## src/brc_pkg.sv

```systemverilog
// Shared constants, register map and types for the half-bridge PWM configuration block
package brc_pkg;

  // ****************************************************************
  // Sizes and clock
  // ****************************************************************
  localparam int CH_NUM        = 6;
  localparam int GEN_NUM       = 6;
  localparam int ROUTE_CODES   = 8;
  localparam int REG_NUM       = 18;
  localparam int CNT_W         = 16;
  localparam int CLK_HZ        = 100_000_000;
  localparam int CLK_PERIOD_NS = 10;

  // ****************************************************************
  // Generator timing
  // ****************************************************************
  localparam int         DUTY_STEPS = 255;
  localparam logic [7:0] STEP_LAST  = 8'hfe;
  localparam logic [7:0] DUTY_FULL  = 8'hff;
  localparam logic [7:0] DUTY_ZERO  = 8'h00;
  localparam int RATE_HZ [4] = '{80, 100, 200, 2000};
  localparam int unsigned TICK_DIV_DFLT [4] = '{
    CLK_HZ / (RATE_HZ[0] * DUTY_STEPS), CLK_HZ / (RATE_HZ[1] * DUTY_STEPS),
    CLK_HZ / (RATE_HZ[2] * DUTY_STEPS), CLK_HZ / (RATE_HZ[3] * DUTY_STEPS)};

  // ****************************************************************
  // Overcurrent deglitch times, in ns, by select code
  // ****************************************************************
  localparam int OCF_NS [8] = '{10000, 5000, 2500, 1000, 60000, 40000, 30000, 20000};
  localparam int unsigned OCF_CYC_DFLT [8] = '{
    OCF_NS[0] / CLK_PERIOD_NS, OCF_NS[1] / CLK_PERIOD_NS, OCF_NS[2] / CLK_PERIOD_NS,
    OCF_NS[3] / CLK_PERIOD_NS, OCF_NS[4] / CLK_PERIOD_NS, OCF_NS[5] / CLK_PERIOD_NS,
    OCF_NS[6] / CLK_PERIOD_NS, OCF_NS[7] / CLK_PERIOD_NS};

  // ****************************************************************
  // Register map
  // ****************************************************************
  localparam int RI_MODE  = 0;
  localparam int RI_STOP  = 1;
  localparam int RI_FW    = 2;
  localparam int RI_ROUTE = 3;
  localparam int RI_RATE  = 6;
  localparam int RI_DUTY  = 8;
  localparam int RI_EDGE  = 14;
  localparam int RI_OLOFF = 15;
  localparam int RI_FAULT = 16;
  localparam int RI_OCF   = 17;
  localparam logic [7:0] REG_ADDR [REG_NUM] = '{
    8'h0b, 8'h0c, 8'h0d, 8'h0f, 8'h10, 8'h11, 8'h13, 8'h14, 8'h15,
    8'h16, 8'h17, 8'h18, 8'h19, 8'h1a, 8'h1d, 8'h1f, 8'h20, 8'h21};
  localparam logic [7:0] REG_MASK [REG_NUM] = '{
    8'h3f, 8'h3f, 8'h3f, 8'hff, 8'hff, 8'hff, 8'hff, 8'h0f, 8'hff,
    8'hff, 8'hff, 8'hff, 8'hff, 8'hff, 8'h3f, 8'h3f, 8'hff, 8'hff};
  localparam logic [7:0] REG_RST = 8'h00;

  // ****************************************************************
  // Field layout
  // ****************************************************************
  localparam int ROUTE_W       = 3;
  localparam int ROUTE_PER_REG = 2;
  localparam int RATE_W        = 2;
  localparam int RATE_PER_REG  = 4;
  localparam int OLM_BIT       = 7;
  localparam int OLK_BIT       = 6;
  localparam int OCS_BIT       = 4;
  localparam int OCF_LSB       = 5;
  localparam int OCF_W         = 3;

  typedef struct packed {
    logic               channel_freewheel_sel;
    logic               channel_edge_rate_sel;
    logic               channel_open_load_off;
    logic               channel_chop_mode;
    logic [ROUTE_W-1:0] channel_generator_route;
  } brc_chan_cfg_t;

  typedef struct packed {
    logic             open_load_fault_mask;
    logic             open_load_keep_running;
    logic             overcurrent_shutoff_slope;
    logic [OCF_W-1:0] overcurrent_deglitch_sel;
  } brc_prot_cfg_t;

  // One-hot register hit for an address
  function automatic logic [REG_NUM-1:0] reg_hit(input logic [7:0] addr);
    logic [REG_NUM-1:0] hit;
    hit = '0;
    for (int i = 0; i < REG_NUM; i++)
    begin
      if (addr == REG_ADDR[i])
      begin
        hit[i] = 1'b1;
      end
    end
    return hit;
  endfunction

endpackage

```

## src/brc_cfg_top.sv

```systemverilog
// Top of the half-bridge PWM configuration block: registers, routing and protection controls
// Summary of operation
// [RL1] Per channel freewheel bit: 0 passive, 1 active; resets to 0.
// [RL2] Per channel 3-bit route picks generator one to eight; resets to one.
// [RL3] First route register: channel one bits 2:0, channel two bits 5:3.
// [RL4] Software writes zero into the two top bits of route registers.
// [RL5] Two-bit generator rate: 80Hz, 100Hz, 200Hz, 2kHz; resets to 80Hz.
// [RL6] Rate fields packed two bits per generator across two registers.
// [RL7] Eight-bit duty per generator; high fraction is value over 255.
// [RL8] Per channel edge-rate bit: 0 slow, 1 fast; resets to slow.
// [RL9] Per channel open-load disable bit: 0 detection on, 1 off.
// [RL10] Open-load mask bit 7: 0 reports on fault pin, 1 hides.
// [RL11] Bit 6: 0 turns channel off on open load, 1 keeps running.
// [RL12] Bit 4 picks overcurrent turn-off slope: 0 fast, 1 slow.
// [RL13] Three-bit deglitch select in bits 7:5 sets overcurrent filter time.
// [RL14] Software writes zero into reserved bits of the fault control register.
// [RL15] Channel mode bit: 0 register on/off, 1 chopped by routed generator.
// [RL16] Generator stop bit: 0 runs, 1 stops that generator.
// [RL17] Period from divided clock; duty of 255 ticks; updates at boundary.
// [RL18] Routes to generators seven or eight hold the chopped output off.
// [RL19] Reset returns all registers to defaults and stops every generator; the code clears the stop bits, so every generator runs.
`timescale 1ns/100ps
`default_nettype none
module brc_cfg_top
  import brc_pkg::*;
#(
  parameter int unsigned TICK_DIV [4] = TICK_DIV_DFLT,
  parameter int unsigned OCF_CYC  [8] = OCF_CYC_DFLT
)(
  input  wire logic                       clk_i,
  input  wire logic                       arst_n_i,
  input  wire logic                       reg_wr_i,
  input  wire logic                       reg_rd_i,
  input  wire logic [7:0]                 reg_addr_i,
  input  wire logic [7:0]                 reg_wdata_i,
  input  wire logic [CH_NUM-1:0]          open_load_i,
  input  wire logic                       overcurrent_i,
  output logic [7:0]                      reg_rdata_o,
  output logic                            reg_rvalid_o,
  output brc_chan_cfg_t [CH_NUM-1:0]      chan_cfg_o,
  output brc_prot_cfg_t                   prot_cfg_o,
  output logic [CH_NUM-1:0]               chan_gate_o,
  output logic [CH_NUM-1:0]               chan_ol_shutdown_o,
  output logic                            open_load_fault_o,
  output logic                            overcurrent_trip_o
);

  // ****************************************************************
  // Register file
  // ****************************************************************
  logic [7:0]         regs_r    [REG_NUM];
  logic [7:0]         regs_nxt  [REG_NUM];
  logic [REG_NUM-1:0] wr_hit;
  logic [REG_NUM-1:0] rd_hit;
  logic [7:0]         rdata_r,  rdata_nxt;
  logic               rvalid_r, rvalid_nxt;

  always_comb
  begin
    wr_hit = reg_hit(reg_addr_i);
    rd_hit = reg_hit(reg_addr_i);
    // Reserved read-only bits masked to zero; unmapped writes dropped
    for (int i = 0; i < REG_NUM; i++)
    begin
      regs_nxt[i] = (reg_wr_i && wr_hit[i]) ? (reg_wdata_i & REG_MASK[i]) : regs_r[i];
    end
    rdata_nxt = '0;
    for (int i = 0; i < REG_NUM; i++)
    begin
      if (rd_hit[i])
      begin
        rdata_nxt = regs_r[i];
      end
    end
    rvalid_nxt = reg_rd_i;
    if (!reg_rd_i)
    begin
      rdata_nxt = rdata_r;
    end
  end

  genvar gr;
  generate
    for (gr = 0; gr < REG_NUM; gr++)
    begin : g_reg
      always_ff @(posedge clk_i or negedge arst_n_i)
      begin
        if (!arst_n_i)
        begin
          regs_r[gr] <= REG_RST; // [RL19]
        end
        else
        begin
          regs_r[gr] <= regs_nxt[gr];
        end
      end
    end
  endgenerate

  always_ff @(posedge clk_i or negedge arst_n_i)
  begin
    if (!arst_n_i)
    begin
      rdata_r  <= '0;
      rvalid_r <= 1'b0;
    end
    else
    begin
      rdata_r  <= rdata_nxt;
      rvalid_r <= rvalid_nxt;
    end
  end

  // ****************************************************************
  // Field extraction
  // ****************************************************************
  brc_chan_cfg_t [CH_NUM-1:0] cfg_d;
  brc_prot_cfg_t              prot_d;
  logic [GEN_NUM-1:0]         gen_stop;
  logic [RATE_W-1:0]          gen_rate [GEN_NUM];
  logic [7:0]                 gen_duty [GEN_NUM];

  always_comb
  begin
    for (int c = 0; c < CH_NUM; c++)
    begin
      cfg_d[c].channel_freewheel_sel   = regs_r[RI_FW][c];    // [RL1]
      cfg_d[c].channel_edge_rate_sel   = regs_r[RI_EDGE][c];  // [RL8]
      cfg_d[c].channel_open_load_off   = regs_r[RI_OLOFF][c]; // [RL9]
      cfg_d[c].channel_chop_mode       = regs_r[RI_MODE][c];  // [RL15]
      cfg_d[c].channel_generator_route =                      // [RL2] [RL3]
        regs_r[RI_ROUTE + c / ROUTE_PER_REG][(c % ROUTE_PER_REG) * ROUTE_W +: ROUTE_W];
    end
    for (int g = 0; g < GEN_NUM; g++)
    begin
      gen_stop[g] = regs_r[RI_STOP][g]; // [RL16]
      gen_rate[g] = regs_r[RI_RATE + g / RATE_PER_REG][(g % RATE_PER_REG) * RATE_W +: RATE_W]; // [RL5] [RL6]
      gen_duty[g] = regs_r[RI_DUTY + g]; // [RL7]
    end
    // Reserved bits kept as written; software keeps them zero [RL4] [RL14]
    prot_d.open_load_fault_mask      = regs_r[RI_FAULT][OLM_BIT]; // [RL10]
    prot_d.open_load_keep_running    = regs_r[RI_FAULT][OLK_BIT]; // [RL11]
    prot_d.overcurrent_shutoff_slope = regs_r[RI_FAULT][OCS_BIT]; // [RL12]
    prot_d.overcurrent_deglitch_sel  = regs_r[RI_OCF][OCF_LSB +: OCF_W]; // [RL13]
  end

  // ****************************************************************
  // Generators
  // ****************************************************************
  logic [ROUTE_CODES-1:0] gen_pwm;

  genvar gg;
  generate
    for (gg = 0; gg < GEN_NUM; gg++)
    begin : g_gen
      brc_pwm_gen #(
        .TICK_DIV (TICK_DIV)
      ) u_gen (
        .clk_i    (clk_i),
        .arst_n_i (arst_n_i),
        .stop_i   (gen_stop[gg]),
        .rate_i   (gen_rate[gg]),
        .duty_i   (gen_duty[gg]),
        .pwm_o    (gen_pwm[gg])
      );
    end
  endgenerate

  // Codes with no generator behind them read as a dead source [RL18]
  assign gen_pwm[ROUTE_CODES-1:GEN_NUM] = '0;

  // ****************************************************************
  // Open-load input synchronisers
  // ****************************************************************
  logic [2:0]        ol_sync_r [CH_NUM];
  logic [CH_NUM-1:0] ol_stab_r, ol_stab_nxt;

  generate
    for (gg = 0; gg < CH_NUM; gg++)
    begin : g_olsync
      always_ff @(posedge clk_i or negedge arst_n_i)
      begin
        if (!arst_n_i)
        begin
          ol_sync_r[gg] <= '0;
        end
        else
        begin
          ol_sync_r[gg] <= {ol_sync_r[gg][1:0], open_load_i[gg]};
        end
      end
    end
  endgenerate

  // ****************************************************************
  // Channel outputs
  // ****************************************************************
  brc_chan_cfg_t [CH_NUM-1:0] cfg_r;
  brc_prot_cfg_t              prot_r;
  logic [CH_NUM-1:0]          gate_r,  gate_nxt;
  logic [CH_NUM-1:0]          shut_r,  shut_nxt;
  logic [CH_NUM-1:0]          ol_evt;
  logic                       fault_r, fault_nxt;

  always_comb
  begin
    for (int c = 0; c < CH_NUM; c++)
    begin
      ol_stab_nxt[c] = (ol_sync_r[c][1] == ol_sync_r[c][2]) ? ol_sync_r[c][2] : ol_stab_r[c];
      // Disabled detection drops the event at source [RL9]
      ol_evt[c] = ol_stab_r[c] && !cfg_d[c].channel_open_load_off;
      // Register mode holds the gate high; chop mode follows routed generator [RL15] [RL18]
      gate_nxt[c] = cfg_d[c].channel_chop_mode ? gen_pwm[cfg_d[c].channel_generator_route] : 1'b1;
      shut_nxt[c] = ol_evt[c] && !prot_d.open_load_keep_running; // [RL11]
    end
    fault_nxt = (|ol_evt) && !prot_d.open_load_fault_mask; // [RL10]
  end

  always_ff @(posedge clk_i or negedge arst_n_i)
  begin
    if (!arst_n_i)
    begin
      ol_stab_r <= '0;
      cfg_r     <= '0;
      prot_r    <= '0;
      gate_r    <= '0;
      shut_r    <= '0;
      fault_r   <= 1'b0;
    end
    else
    begin
      ol_stab_r <= ol_stab_nxt;
      cfg_r     <= cfg_d;
      prot_r    <= prot_d;
      gate_r    <= gate_nxt;
      shut_r    <= shut_nxt;
      fault_r   <= fault_nxt;
    end
  end

  // ****************************************************************
  // Overcurrent filter
  // ****************************************************************
  logic oc_trip;

  brc_overcurrent_deglitch_sel #(
    .FILT_CYC (OCF_CYC)
  ) u_ocf (
    .clk_i    (clk_i),
    .arst_n_i (arst_n_i),
    .raw_i    (overcurrent_i),
    .sel_i    (prot_d.overcurrent_deglitch_sel),
    .trip_o   (oc_trip)
  );

  assign reg_rdata_o        = rdata_r;
  assign reg_rvalid_o       = rvalid_r;
  assign chan_cfg_o         = cfg_r;
  assign prot_cfg_o         = prot_r;
  assign chan_gate_o        = gate_r;
  assign chan_ol_shutdown_o = shut_r;
  assign open_load_fault_o  = fault_r;
  assign overcurrent_trip_o = oc_trip;
endmodule
`default_nettype wire

```

## src/brc_overcurrent_deglitch_sel.sv

```systemverilog
// Overcurrent deglitch filter with selectable filter time
`timescale 1ns/100ps
`default_nettype none
module brc_overcurrent_deglitch_sel
  import brc_pkg::*;
#(
  parameter int unsigned FILT_CYC [8] = OCF_CYC_DFLT
)(
  input  wire logic             clk_i,
  input  wire logic             arst_n_i,
  input  wire logic             raw_i,
  input  wire logic [OCF_W-1:0] sel_i,
  output logic                  trip_o
);

  logic [2:0]       sync_r;
  logic             stab_r, stab_nxt;
  logic [CNT_W-1:0] cnt_r,  cnt_nxt;
  logic             trip_r, trip_nxt;

  // ****************************************************************
  // Filter
  // ****************************************************************
  always_comb
  begin
    // Only the second and third stages are compared
    stab_nxt = (sync_r[1] == sync_r[2]) ? sync_r[2] : stab_r;
    cnt_nxt  = '0;
    trip_nxt = 1'b0;
    if (stab_r)
    begin
      if (cnt_r >= CNT_W'(FILT_CYC[sel_i] - 1))
      begin
        cnt_nxt  = cnt_r;
        trip_nxt = 1'b1;
      end
      else
      begin
        cnt_nxt = cnt_r + 1'b1;
      end
    end
  end

  always_ff @(posedge clk_i or negedge arst_n_i)
  begin
    if (!arst_n_i)
    begin
      sync_r <= '0;
      stab_r <= 1'b0;
      cnt_r  <= '0;
      trip_r <= 1'b0;
    end
    else
    begin
      sync_r <= {sync_r[1:0], raw_i};
      stab_r <= stab_nxt;
      cnt_r  <= cnt_nxt;
      trip_r <= trip_nxt;
    end
  end

  assign trip_o = trip_r;
endmodule
`default_nettype wire

```

## src/brc_pwm_gen.sv

```systemverilog
// One internal PWM generator with period-boundary update of duty and rate
`timescale 1ns/100ps
`default_nettype none
module brc_pwm_gen
  import brc_pkg::*;
#(
  parameter int unsigned TICK_DIV [4] = TICK_DIV_DFLT
)(
  input  wire logic              clk_i,
  input  wire logic              arst_n_i,
  input  wire logic              stop_i,
  input  wire logic [RATE_W-1:0] rate_i,
  input  wire logic [7:0]        duty_i,
  output logic                   pwm_o
);

  logic [CNT_W-1:0]  pre_r,  pre_nxt;
  logic [7:0]        step_r, step_nxt;
  logic [7:0]        duty_r, duty_nxt;
  logic [RATE_W-1:0] rate_r, rate_nxt;
  logic              pwm_r,  pwm_nxt;
  logic              tick;

  // ****************************************************************
  // Next state
  // ****************************************************************
  always_comb
  begin
    tick     = (pre_r >= CNT_W'(TICK_DIV[rate_r] - 1));
    pre_nxt  = tick ? '0 : pre_r + 1'b1;
    step_nxt = step_r;
    duty_nxt = duty_r;
    rate_nxt = rate_r;
    if (stop_i)
    begin
      // Stopped: hold at period start, track inputs for a clean restart [RL16]
      pre_nxt  = '0;
      step_nxt = '0;
      duty_nxt = duty_i;
      rate_nxt = rate_i;
    end
    else if (tick)
    begin
      if (step_r == STEP_LAST)
      begin
        // New settings only at the boundary, so no runt pulses [RL17]
        step_nxt = '0;
        duty_nxt = duty_i;
        rate_nxt = rate_i;
      end
      else
      begin
        step_nxt = step_r + 1'b1;
      end
    end
    // High for duty of 255 steps; 255 never drops [RL7] [RL17]
    pwm_nxt = !stop_i && (step_nxt < duty_nxt);
  end

  always_ff @(posedge clk_i or negedge arst_n_i)
  begin
    if (!arst_n_i)
    begin
      pre_r  <= '0;
      step_r <= '0;
      duty_r <= DUTY_ZERO;
      rate_r <= '0;
      pwm_r  <= 1'b0;
    end
    else
    begin
      pre_r  <= pre_nxt;
      step_r <= step_nxt;
      duty_r <= duty_nxt;
      rate_r <= rate_nxt;
      pwm_r  <= pwm_nxt;
    end
  end

  assign pwm_o = pwm_r;
endmodule
`default_nettype wire

```

## config.mk

```make
export PLATFORM = sky130hd
export DESIGN_NAME = brc_cfg_top
export DESIGN_NICKNAME = d
export VERILOG_FILES = /design/src/brc_pkg.sv /design/src/brc_cfg_top.sv /design/src/brc_overcurrent_deglitch_sel.sv /design/src/brc_pwm_gen.sv
export SDC_FILE = /design/constraint.sdc
export NUM_CORES = 1
export LEC_CHECK = 0
export BUFFER_PORTS_ARGS = -buffer_cell sky130_fd_sc_hd__buf_2
export CAP_MARGIN = 20
export CORE_UTILIZATION = 45
export DETAILED_ROUTE_END_ITERATION = 7
export HOLD_SLACK_MARGIN = 0.02
export MAX_ROUTING_LAYER = met4
export SKIP_LAST_GASP = 1
export SYNTH_ARGS = -nofsm -noshare
export SYNTH_HDL_FRONTEND = slang
export SYNTH_SLANG_ARGS = --single-unit
```

## constraint.sdc

```tcl
create_clock -name clk_i -period 4.4 [get_ports clk_i]
set_input_delay 0.44 -clock clk_i [delete_from_list [all_inputs] [get_ports clk_i]]
set_output_delay 0.44 -clock clk_i [all_outputs]
set_load 0.02 [all_outputs]
```

==> key figures <==
Finish
  – Reg area: 11,400 sq um
  – Most frequent cells in the layout: dfrtp_1 (454), nor2_1 (213), ha_1 (203)
  – Final nets: 2,600
  – Fillers: 4,703
  – Most common cell after layout, fill and taps aside: dfrtp_1
  – Area growth syn-to-layout: 13.7%
  – Post-Layout Inst Area: 27,100 sq um
  – Share of cells above drive strength 1: 16.2%
  – Multi-input gate area: 11,800 sq um

GRT
  – Total Routing Usage GR: 23.5%
  – Grt ovf: 0
  – Antenna violations before repair: 4
  – Vias in the first global route: 17.3k
  – First-pass GRT wire length: 96.7 mm
  – Largest net degree at the start of global routing: 124

Floorplan
  – Starting density of the core: 45.5%
  – Die area: 53,900 sq um
  – Die X: 232 um
  – Core area: 52,400 sq um
  – Die Span Y: 232 um
  – # IOs: 98
  – # rows: 84

Logic synthesis
  – Mean Syn Cell Area: 10.7 sq um
  – Cell Area, Synth: 23,900 sq um
  – Synth Instances: 2,237
  – Post-synth ARST share: 100%
  – Sequential-to-total area share from yosys stat: 47.7%
  – Simple-gate area share of the yosys netlist: 13.5%
  – YS warnings: 0
  – Largest family of logic cells by synthesized area: simple AND/OR/NAND/NOR gates
  – Synth unique cells: 83
  – Synth Area in XOR/XNOR: 4.63%
  – Adder-Cell Fraction of Synth Area: 10.9%
  – Synth Flop Type: dfrtp_1
  – Mux cell area share after synthesis: 10.4%
  – EDFF count, synth: 0
  – FF+latch count, synth: 455
  – Synth Area in Compound Gates: 9.56%

Run status
  – Status: complete, no violations

Placed design
  – Dpl hpwl: 43.5 mm
  – IO Port Bufs: 97
  – Area after DPL: 25,200 sq um
  – Placer congestion estimate: 0.955

Worst setup path
  – Reg2reg end: g_gen[5].u_gen.pwm_o
  – R2R Path Start: g_gen[5].u_gen.rate_r[1]
  – R2R cell count: 16
  – Required time of the critical path: 4.88 ns
  – CP Capture Type: register
  – Setup crit end: g_gen[5].u_gen.pwm_o
  – R2r setup slk: 0.31 ns
  – Crit path max fanout: 9
  – Arrival time at the worst endpoint: 4.57 ns
  – Kind of critical path: register to register
  – Startpoint Class: register
  – Crit path launch: g_gen[5].u_gen.rate_r[1]

STA
  – Final worst-path cycle share: 93.0%
  – Tightest Pin Transition: 0.991 ns
  – RSZ-0062 raised after global routing: false
  – Slew headroom: 34.0%
  – Max-slew violations: 0
  – Fmax: 0.244 GHz
  – Setup TNS: 0 ns
  – Final hold vios: 0
  – Skew final: 0.0371 ns
  – Final setup violating endpoints: 0
  – Final min period: 4.09 ns

Clock network
  – # clock sinks: 455
  – CTS clock-pin slew for the worst setup and hold paths: 0.06 ns
  – Clock Tree Buf Depth: 3
  – Post-CTS Repair Setup Buffers: 0
  – Clock Tree Root: clkbuf_16
  – CTS tree: built
  – H-tree level count: 2
  – CTS buffer count: 52
  – Clock Latency Late Sink: 0.63 ns

Pwr
  – Leakage power: 13.3 nW
  – Max IR drop VDD: 0.283 mV
  – Power Density: 425 nW/um^2

Route
  – Drt via density: 5.56
  – Vias: 17.3k
  – Drt drc: 0
  – Starting DRT DRC Count: 1,288
  – Post-route ant nets: 0
  – Initial DRT Pass Iterations: 6
  – DRT Wirelength: 59.9 mm
  – WL/cell: 19.3 um

Min path
  – Tightest Hold Check Type: primary input to register

Run
  – MaxCap Viol Count: 0
[logic make-up (layout without fill, tap and decap cells)]
group,Yosys count,in the layout
buffers and inverters,196,356
AO/OA/AOI/OAI,357,357
other,2,23
flip-flops,455,455
XOR/XNOR,126,126
adder cells (fa/ha/maj),210,210
multiplexers,220,220
AND/OR/NAND/NOR,671,671
[Yosys cell counts, types with 21 or more instances]
cell      count  area, sq um
a21o_1       21          158
a21oi_1     105          526
and3_1       33          206
clkbuf_1     43          161
dfrtp_1     455        11400
ha_1        203         2540
inv_1       127          477
mux2_2      148         1670
mux2i_1      64          641
nand2_1     145          544
nand3_1     109          546
nand4_1      26          163
nor2_1      213          800
nor3_1       30          150
o21ai_0      88          440
or3_1        21          131
xnor2_1      60          526
xor2_1       66          578
[registers in the layout, indices dropped and copies added, names as in the netlist, 8 cells and up]
signal	flops
g_gen.u_gen.pre_r	96
g_gen.u_gen.duty_r	48
g_gen.u_gen.step_r	48
gen_duty	48
cfg_d	42
chan_cfg_o	42
ol_sync_r	18
regs_r	16
u_ocf.cnt_r	16
g_gen.u_gen.rate_r	12
gen_rate	12
reg_rdata_o	8
[metal layers]
metal | routed length [um] | track usage, % | vias up
met5 | 0 | - | -
li1 | - | - | 8177
met4 | 1930 | 7.69 | 0
met3 | 3260 | 3.30 | 129
met2 | 27700 | 36.2 | 435
met1 | 27100 | 31.8 | 8528
[timing repair]
item,in CTS,in global routing
endpoints found under the setup margin,0,4
resized for setup,0,4
hold endpoints to repair,79,0
hold buffers,8,0
[per-stage QoR]
| stage | setup WS, ns | cells | power [mW] | hold slack [ns] | util [%] |
|---|---|---|---|---|---|
| 3_5_place_dp | 0.308 | 2996 | 7.10 | 0.335 | 48.1 |
| 5_1_grt | 0.0536 | 3104 | 12.2 | 0.122 | 51.7 |
| 2_1_floorplan | 0.588 | 2253 | 6.43 | 0.144 | - |
| 3_3_place_gp | 0.425 | 2996 | 7.02 | 0.335 | 48.1 |
| 6_report | 0.307 | 3106 | 11.5 | 0.139 | 51.7 |
| 4_1_cts | 0.297 | 3101 | 11.7 | 0.104 | 51.7 |
[cell type report]
class                   instances  share of cell area, %
diodes                          5                 0.0461
clock buffers                  70                   5.45
clock inverters                27                   1.21
inverters                     128                   1.77
multi-input cells            1602                   43.4
flip-flops and latches        455                   42.0
well taps                     688                   3.17
repair buffers                131                   2.98
[worst max-delay path, cell delays in order, from the launching register on]
cell     delay [ns]
dfrtp_1        0.47
inv_1          0.15
ha_1           0.33
xor2_1         0.17
ha_1           0.30
a21oi_1        0.13
o21ai_0        0.10
a41oi_1        0.25
a21oi_1        0.15
or2_2          0.39
a21oi_4        0.35
buf_4          0.22
mux2i_1        0.09
ha_1           0.28
and4_1         0.17
o21ai_0        0.08
o311a_1        0.34
[worst min path at each step]
stage | from | cells past startpoint | endpoint
2_1_floorplan | arst_n_i | 0 | cfg_d[0]
3_3_place_gp | ol_sync_r[12] | 0 | ol_sync_r[13]
3_5_place_dp | ol_sync_r[12] | 0 | ol_sync_r[13]
4_1_cts | reg_rd_i | 1 | reg_rvalid_o
5_1_grt | reg_rd_i | 1 | reg_rvalid_o
6_report | reg_rd_i | 1 | reg_rvalid_o
[report_power, final]
group | internal, mW | switching [mW]
combinational | 0.888 | 1.09
sequential | 4.56 | 0.488
clock | 2.67 | 1.83
total | 8.12 | 3.41
Power figures use the tool's default switching activity.
